--- config.mk ---
export PLATFORM = sky130hd
export DESIGN_NAME = pin_function_select
export DESIGN_NICKNAME = d
export VERILOG_FILES = /design/src/pin_sync.v /design/src/pin_function_select.v
export VERILOG_INCLUDE_DIRS = /design/src
export SDC_FILE = /design/constraint.sdc
export NUM_CORES = 1
export LEC_CHECK = 0
export ABC_AREA = 1
export BUFFER_PORTS_ARGS = -buffer_cell sky130_fd_sc_hd__buf_4
export CORE_MARGIN = 2
export CORE_UTILIZATION = 55
export CTS_CLUSTER_SIZE = 14
export DETAILED_ROUTE_END_ITERATION = 8
export PLACE_DENSITY = 0.83
export SETUP_SLACK_MARGIN = 0.1
export SKIP_CTS_REPAIR_TIMING = 1
export SLEW_MARGIN = 15
export SYNTH_ARGS = -nofsm -noshare
export SYNTH_HDL_FRONTEND = slang
export SYNTH_SLANG_ARGS = --single-unit
--- constraint.sdc ---
create_clock -name core_clk -period 1.7 [get_ports core_clk]
set_input_delay 0.17 -clock core_clk [delete_from_list [all_inputs] [get_ports core_clk]]
set_output_delay 0.17 -clock core_clk [all_outputs]
set_load 0.005 [all_outputs]
--- src/pin_function_map.vh ---
`ifndef PIN_FUNCTION_MAP_VH
`define PIN_FUNCTION_MAP_VH

// Lane width modes reported by the command decoder.
`define WIDTH_SINGLE 2'h0
`define WIDTH_DUAL   2'h1
`define WIDTH_QUAD   2'h2

// Minimum reset pulse time in nanoseconds and core clock period.
`define RESET_PULSE_NS 200
`define CORE_CLK_NS    10
// Least time rounds up to whole cycles.
`define RESET_PULSE_CYCLES ((`RESET_PULSE_NS + `CORE_CLK_NS - 1) / `CORE_CLK_NS)

// Deselect time during which lane 3 is driven high after a read.
`define DESELECT_NS     20
`define DESELECT_CYCLES (`DESELECT_NS / `CORE_CLK_NS)

// Synchroniser depth for pin inputs.
`define SYNC_STAGES 3

`endif

--- src/pin_sync.v ---
`timescale 1ns/100ps
`default_nettype none

// Three-stage pin synchroniser; the output changes only once the
// second and third stages agree, which rejects single-cycle glitches.
module pin_sync #(
    parameter RESET_VALUE = 1'b1
) (
    input  wire core_clk,
    input  wire rst,
    input  wire pin,
    output reg  level
);

    reg [2:0] stage_r; // Stage 0 feeds only stage 1.

    // Shift chain and agreement filter.
    always @(posedge core_clk) begin
        if (rst) begin
            stage_r <= {3{RESET_VALUE}};
            level   <= RESET_VALUE;
        end else begin
            stage_r <= {stage_r[1:0], pin};
            // Accept a change only when stages 1 and 2 match.
            if (stage_r[1] == stage_r[2]) begin
                level <= stage_r[2];
            end
        end
    end

endmodule // pin_sync

`default_nettype wire

--- src/pin_function_select.v ---
`timescale 1ns/100ps
`default_nettype none
`include "pin_function_map.vh"

// Summary of operation
// - Lane 0 input single, bidirectional dual/quad.
// - Lane 1 output single, bidirectional dual/quad.
// - Quad off, disable bit set: lane 2 write-protect.
// - Quad on: lane 2 data, protection off.
// - Quad on, select low: lane 3 data.
// - Reset enabled, quad off: lane 3 reset.
// - Reset enabled, quad on: reset only deselected.
// - Protected status writes ignored, no error.
// - Reset needs select high, low for pulse time.
// - Host drives lane 3 high; device after reads.
// - Reset disabled: lane 3 ignored for reset.
module pin_function_select #(
    parameter RESET_PULSE_CYCLES = `RESET_PULSE_CYCLES,
    parameter DESELECT_CYCLES    = `DESELECT_CYCLES
) (
    input  wire       core_clk,
    input  wire       rst,
    input  wire       quad_enable_bit,          // Quad mode enable.
    input  wire       status_write_disable_bit, // Status write disable.
    input  wire       reset_pin_enable_bit,     // Lane 3 reset enable.
    input  wire [1:0] cmd_width,                // Width of current command.
    input  wire       read_transfer,            // Current command returns data.
    input  wire       status_register_write_cmd,// Decoded status write command.
    input  wire       any_register_write_cmd,   // Decoded any-register write.
    input  wire       write_targets_protected,  // Target is status 1 or config 1.
    input  wire       cs_n_pin,                 // Chip select pin, active low.
    input  wire       sclk_pin,                 // Serial clock pin.
    input  wire [3:0] lane_in,                  // Pin input levels.
    input  wire [3:0] core_lane_out,            // Data the core wants to send.
    input  wire [3:0] core_lane_drive,          // Lanes the core wants to drive.
    output reg  [3:0] lane_out,                 // Pin output levels.
    output reg  [3:0] lane_oe,                  // Pin output enables, high drives.
    output reg  [3:0] lane_rx,                  // Synchronised input data.
    output reg        serial_in_bit,            // Single-bit serial input.
    output reg        write_protect_n,          // Sensed write-protect, low protects.
    output reg        write_accept,             // Register write permitted.
    output reg        write_ignored,            // Pulse: protected write dropped.
    output reg        hw_reset,                 // Pulse: hardware reset detected.
    output wire       sclk_rise,                // Pulse: serial clock rising edge.
    output wire       cs_n_level                // Synchronised chip select.
);

    // Internal state; every register below resets synchronously with rst.
    wire [3:0] lane_sync;  // Synchronised lane levels.
    wire       cs_sync;    // Synchronised chip select.
    wire       sclk_sync;  // Synchronised serial clock.
    reg        sclk_r;     // Previous serial clock level.
    reg        cs_r;       // Previous chip select level.
    reg        was_read_r; // Last selected transfer returned data.
    reg [15:0] rp_cnt_r;   // Reset low duration counter.
    reg [15:0] ds_cnt_r;   // Deselect drive counter.
    reg        wr_cmd_r;   // Previous write command level.

    // One synchroniser per lane; pull-ups make high the safe reset value.
    // Lanes and select share one depth, so a lane and the select that moves
    // with it reach the logic on the same edge and no false reset is seen.
    genvar i;
    generate
        for (i = 0; i < 4; i = i + 1) begin : g_lane
            pin_sync #(.RESET_VALUE(1'b1)) u_sync (
                .core_clk (core_clk),
                .rst      (rst),
                .pin      (lane_in[i]),
                .level    (lane_sync[i])
            );
        end
    endgenerate

    // Chip select resets to its deselected level.
    pin_sync #(.RESET_VALUE(1'b1)) u_cs (
        .core_clk (core_clk),
        .rst      (rst),
        .pin      (cs_n_pin),
        .level    (cs_sync)
    );

    // The serial clock idles low between frames, so it resets low.
    pin_sync #(.RESET_VALUE(1'b0)) u_sck (
        .core_clk (core_clk),
        .rst      (rst),
        .pin      (sclk_pin),
        .level    (sclk_sync)
    );

    // The edge history resets to the idle low of the clock pin, so no false
    // rising edge follows reset.
    assign cs_n_level = cs_sync;
    assign sclk_rise  = sclk_sync & ~sclk_r;

    // Lane 2 is write-protect only when quad is off.
    function wp_active;
        input quad;
        input swd;
        begin
            wp_active = ~quad & swd;
        end
    endfunction

    // Lane 3 is a reset input under enable, and quad off or deselected.
    function rst_role;
        input en;
        input quad;
        input cs_n;
        begin
            rst_role = en & (~quad | cs_n);
        end
    endfunction

    // Lane roles and output enables.
    always @* begin
        lane_oe  = 4'h0;
        lane_out = core_lane_out;
        if (!cs_sync) begin
            if (cmd_width == `WIDTH_SINGLE) begin
                // Only the serial output lane may drive.
                lane_oe[1] = core_lane_drive[1];
            end else begin
                // Dual and quad commands turn lanes 0 and 1 around.
                lane_oe[1:0] = core_lane_drive[1:0];
                // Lanes 2 and 3 carry data only with quad enabled.
                if (quad_enable_bit && cmd_width == `WIDTH_QUAD) begin
                    lane_oe[3:2] = core_lane_drive[3:2];
                end
            end
        end else if (ds_cnt_r != 16'h0000) begin
            // Hold lane 3 high after reads so no false reset is seen.
            lane_oe[3]  = 1'b1;
            lane_out[3] = 1'b1;
        end
    end

    // Registered data and protection outputs.
    always @(posedge core_clk) begin
        if (rst) begin
            lane_rx         <= 4'h0;
            serial_in_bit   <= 1'b0;
            write_protect_n <= 1'b1;
            write_accept    <= 1'b0;
            write_ignored   <= 1'b0;
            wr_cmd_r        <= 1'b0;
        end else begin
            // Raw lane levels for the data path, one cycle after synchronising.
            lane_rx       <= lane_sync;
            serial_in_bit <= lane_sync[0];
            // Sensing is registered so that write refusal sees a settled level;
            // the price is one extra cycle between a pin change and its effect.
            // Quad mode disables sensing; unarmed reads as not protected.
            if (wp_active(quad_enable_bit, status_write_disable_bit)) begin
                write_protect_n <= lane_sync[2];
            end else begin
                write_protect_n <= 1'b1;
            end
            wr_cmd_r <= status_register_write_cmd |
                        (any_register_write_cmd & write_targets_protected);
            // A protected write is silently refused; no error flag exists.
            // The refusal pulse marks only the first cycle of a held command.
            if (status_register_write_cmd ||
                (any_register_write_cmd && write_targets_protected)) begin
                write_accept  <= ~(status_write_disable_bit & ~write_protect_n);
                write_ignored <= ~wr_cmd_r & status_write_disable_bit & ~write_protect_n;
            end else begin
                write_accept  <= any_register_write_cmd;
                write_ignored <= 1'b0;
            end
        end
    end

    // Edge history, transfer type and deselect drive window.
    // Only a read leaves lane 3 with the device; after a write the host owns
    // it. The window opens on the synchronised rising edge of select.
    always @(posedge core_clk) begin
        if (rst) begin
            sclk_r     <= 1'b0;
            cs_r       <= 1'b1;
            was_read_r <= 1'b0;
            ds_cnt_r   <= 16'h0000;
        end else begin
            sclk_r <= sclk_sync;
            cs_r   <= cs_sync;
            if (!cs_sync) begin
                was_read_r <= read_transfer;
            end
            if (cs_sync && !cs_r && was_read_r) begin
                ds_cnt_r <= DESELECT_CYCLES[15:0];
            end else if (ds_cnt_r != 16'h0000) begin
                ds_cnt_r <= ds_cnt_r - 16'h0001;
            end
        end
    end

    // Reset detector: lane 3 low with select high for the pulse time.
    // The counter saturates one past the pulse point, so a long low gives a
    // single pulse and lane 3 must return high to arm the next one.
    // Limitation: a low shorter than the pulse time is never seen; the synchroniser
    // delays both of its edges alike, so the host must hold it for the full time.
    always @(posedge core_clk) begin
        if (rst) begin
            rp_cnt_r <= 16'h0000;
            hw_reset <= 1'b0;
        end else begin
            hw_reset <= 1'b0;
            if (rst_role(reset_pin_enable_bit, quad_enable_bit, cs_sync) &&
                cs_sync && !lane_sync[3] && ds_cnt_r == 16'h0000) begin
                if (rp_cnt_r == RESET_PULSE_CYCLES[15:0] - 16'h0001) begin
                    hw_reset <= 1'b1;
                end
                if (rp_cnt_r != RESET_PULSE_CYCLES[15:0]) begin
                    rp_cnt_r <= rp_cnt_r + 16'h0001;
                end
            end else begin
                // Any break in the condition restarts the count.
                rp_cnt_r <= 16'h0000;
            end
        end
    end

endmodule // pin_function_select

`default_nettype wire

==> flow_summary.toml <==
[clocking]
htree_levels = 3
cts_sinks = 68
cts_tree = "yes"
insertion_delay_ps = 340
clock-root-buffer = "clkbuf_8"
cts_made_buffers = 9
path_clk_slew_ps = 80
clk_path_buf_depth = 2

[yosys]
ys_seq_elements = 68
post_synth_num_cell_types = 35
yosysSeqAreaShare = 0.460
yosysWarnings = 0
syn-num-nets = 424
netlist_area_sq_um = 2960
postSynthCellCount = 396
syn_avg_cell_area_sq_um = 7.48

[sta]
finClkSkew_ps = 8.83
tightestPinTransition_ps = 497
finalCritPeriodShare = 0.964
hold_viol_final = 0
setup_viol = 0
max-slew-margin-rel = 0.668
drv_slew = 0
rsz0062_at_grt = "true"
fmaxAchievable_ghz = 0.611
fin_crit_ps = 1640

[die]
start_util = 0.576
die-area_sq_um = 5990
ios = 44
rows = 26
die_y_um = 77.4
die_w_um = 77.4
core_area_sq_um = 5140

[critical_path]
r2r_setup_slack_ps = 220
startpoint_type = "register"
cpPeakStageDelay_ps = 330
crit_arrival_ps = 1470
path_class = "register to output pin"
worstPathMaxFanout = 4
crit_slowest_cell = "dfxtp_2"
worst_setup_path_end_kind = "output pin"
timing.rr.end = "rp_cnt_r[2]$_SDFFE_PP0P_"
crit_family = "flip-flops"
cp.required_ps = 1530
crit_buf_inv = 3
timing.rr.start = "ds_cnt_r[0]$_SDFFE_PP0P_"
cp_cell_sequence = "inv_2 > ha_4 > nand2_8 > nor2_4 > nand2_4 > inv_4 > o22ai_1 > buf_4"
r2r_cells = 9

[grt]
grt-ovfl-total = 0
antenna_found_initial = 0
grt_max_degree = 24
grt_pass1_wl_um = 9690
track_usage = 0.198
grt_pass1_vias = 2366

[cells_and_area]
layout_common_cells = "nand2_1, nor2_1, dfxtp_1"
insertedDiodeCount = 0
nNetsFinal = 474
syn2layout_area_growth_pct = 22.9
drive_gt1_frac = 0.237
instances_no_fill = 521
layout_commonest_cell = "nand2_1"

[power]
switching_power_mw = 2.37
power_frac_clock = 0.244
sw_frac_of_total = 0.392
vdd_drop_max_v = 0.00102
p_int_mw = 3.68
pwr_density_cell_nw_per_um2 = 1660
pwr-share-seq = 0.334
p_comb_frac = 0.422
p_total_mw = 6.05
p_leak_nw = 1.72

[detailed_routing]
drc = 0
drt_pass1_iterations = 4
drtIter0Drc = 133
vias = 2620
wirelength_um = 6030
ant_nets = 0
drt-vias-per-instance = 5.03
wl_per_cell_um = 11.6

[placed_design]
dp_hpwl_um = 4090
dp_cells = 496
port_buffers = 37
gp_congestion = 0.841

[worst_hold_path]
worstHoldStart = "lane_in[0]"
hold_path_class = "input port to register"
holdPathStages = 2
hold-path-endpoint = "g_lane[0].u_sync.stage_r[0]$_SDFF_PP1_"

[run]
max_cap_viol_count = 0

[status]
outcome = "finished clean"
-- Yosys cell counts --
library cell,count,area (sq um)
o21ai_2,1,8.76
xor2_1,3,26.3
nand3b_1,10,75.1
xnor2_1,2,17.5
and3_1,1,6.26
ha_1,3,37.5
inv_1,45,169
nor2_1,78,293
nand3_1,12,60.1
nor2_8,2,40.0
o21ai_0,6,30.0
or2_2,10,62.6
nand4_1,3,18.8
inv_2,2,7.51
nor3b_1,2,15.0
nand3b_4,1,20.0
nand2_2,2,12.5
a21o_1,1,7.51
o21bai_1,3,22.5
a31oi_1,1,6.26
buf_4,4,30.0
o211ai_1,6,45.0
o22ai_1,1,6.26
nor2_4,2,22.5
nand4_2,1,12.5
nand2_4,2,22.5
o21ai_1,1,5.00
buf_2,2,10.0
dfxtp_1,68,1360
a21oi_1,11,55.1
nor2_2,8,50.1
nor3_1,10,50.1
a21oi_2,2,17.5
clkbuf_1,3,11.3
nand2_1,87,327
-- registers in the layout, indices dropped and copies added, names as in the netlist, 3 cells and up --
| register | cells |
|---|---|
| g_lane.u_sync.stage_r | 12 |
| u_cs.stage_r | 3 |
| u_sck.stage_r | 3 |
| ds_cnt_r | 16 |
| rp_cnt_r | 16 |
| lane_rx | 4 |
| g_lane.u_sync.level | 4 |
-- power by group through the flow --
stage | Combinational [mW] | Sequential, mW | Clock (mW)
floorplan | 1.75 | 1.98 | 0
global placement | 2.08 | 2.01 | 0
detailed placement | 2.13 | 2.03 | 0
CTS | 2.16 | 1.99 | 1.49
global route | 2.85 | 2.04 | 1.56
finish | 2.55 | 2.02 | 1.47
-- per-stage QoR --
| stage | utilization | worst slack (ps) | TNS, ps | instance area, sq um | hold WS, ps |
|---|---|---|---|---|---|
| after global placement | 0.640 | 235 | 0 | 3290 | 340 |
| after CTS | 0.684 | -222 | -433 | 3510 | 2.80 |
| after detailed placement | 0.640 | 157 | 0 | 3290 | 340 |
| after floorplan | - | 363 | 0 | 2960 | 253 |
| final | 0.708 | 62.0 | 0 | 3640 | 6.37 |
| after global routing | 0.708 | 1.45 | 0 | 3640 | 4.30 |
-- worst register-to-register path, stage by stage, from the launching register on --
cell,delay [ps]
dfxtp_2,330
inv_2,90
ha_4,180
nand2_8,70
buf_4,160
nor2_8,140
nand2_4,100
nor2_8,160
nand2_1,80
nor2_1,110
-- worst max path at each step --
stage / from / cells after the start / endpoint
after floorplan: ds_cnt_r[0]$_SDFFE_PP0P_ / 8 / ds_cnt_r[11]$_SDFFE_PP0P_
after global placement: ds_cnt_r[0]$_SDFFE_PP0P_ / 8 / lane_oe[3]
after detailed placement: ds_cnt_r[0]$_SDFFE_PP0P_ / 8 / lane_oe[3]
after CTS: ds_cnt_r[0]$_SDFFE_PP0P_ / 8 / lane_oe[3]
after global routing: ds_cnt_r[0]$_SDFFE_PP0P_ / 8 / lane_oe[3]
final: ds_cnt_r[0]$_SDFFE_PP0P_ / 8 / lane_oe[3]
-- area by class of cell --
type	count	area, sq um
Clock buffer	10	128
Clock inverter	6	95.1
Fill cell	404	1500
Inverter	47	179
Multi-Input combinational cell	272	1430
Sequential cell	68	1360
Tap cell	70	87.6
Timing Repair Buffer	48	360
-- cell families after synthesis --
family / count (synthesis) / share of synthesized area
AO/OA/AOI/OAI: 33 / 0.0689
flip-flops: 68 / 0.460
adder cells (fa/ha/maj): 3 / 0.0127
XOR/XNOR: 5 / 0.0148
AND/OR/NAND/NOR: 231 / 0.367
buffers and inverters: 56 / 0.0769
-- layer usage --
metal	part of all wire	track usage
met2	0.50	0.337
met4	0.014	0.0964
met5	0	0
met1	0.44	0.239
met3	0.042	0.0419
(Power assumes the default switching activity.)
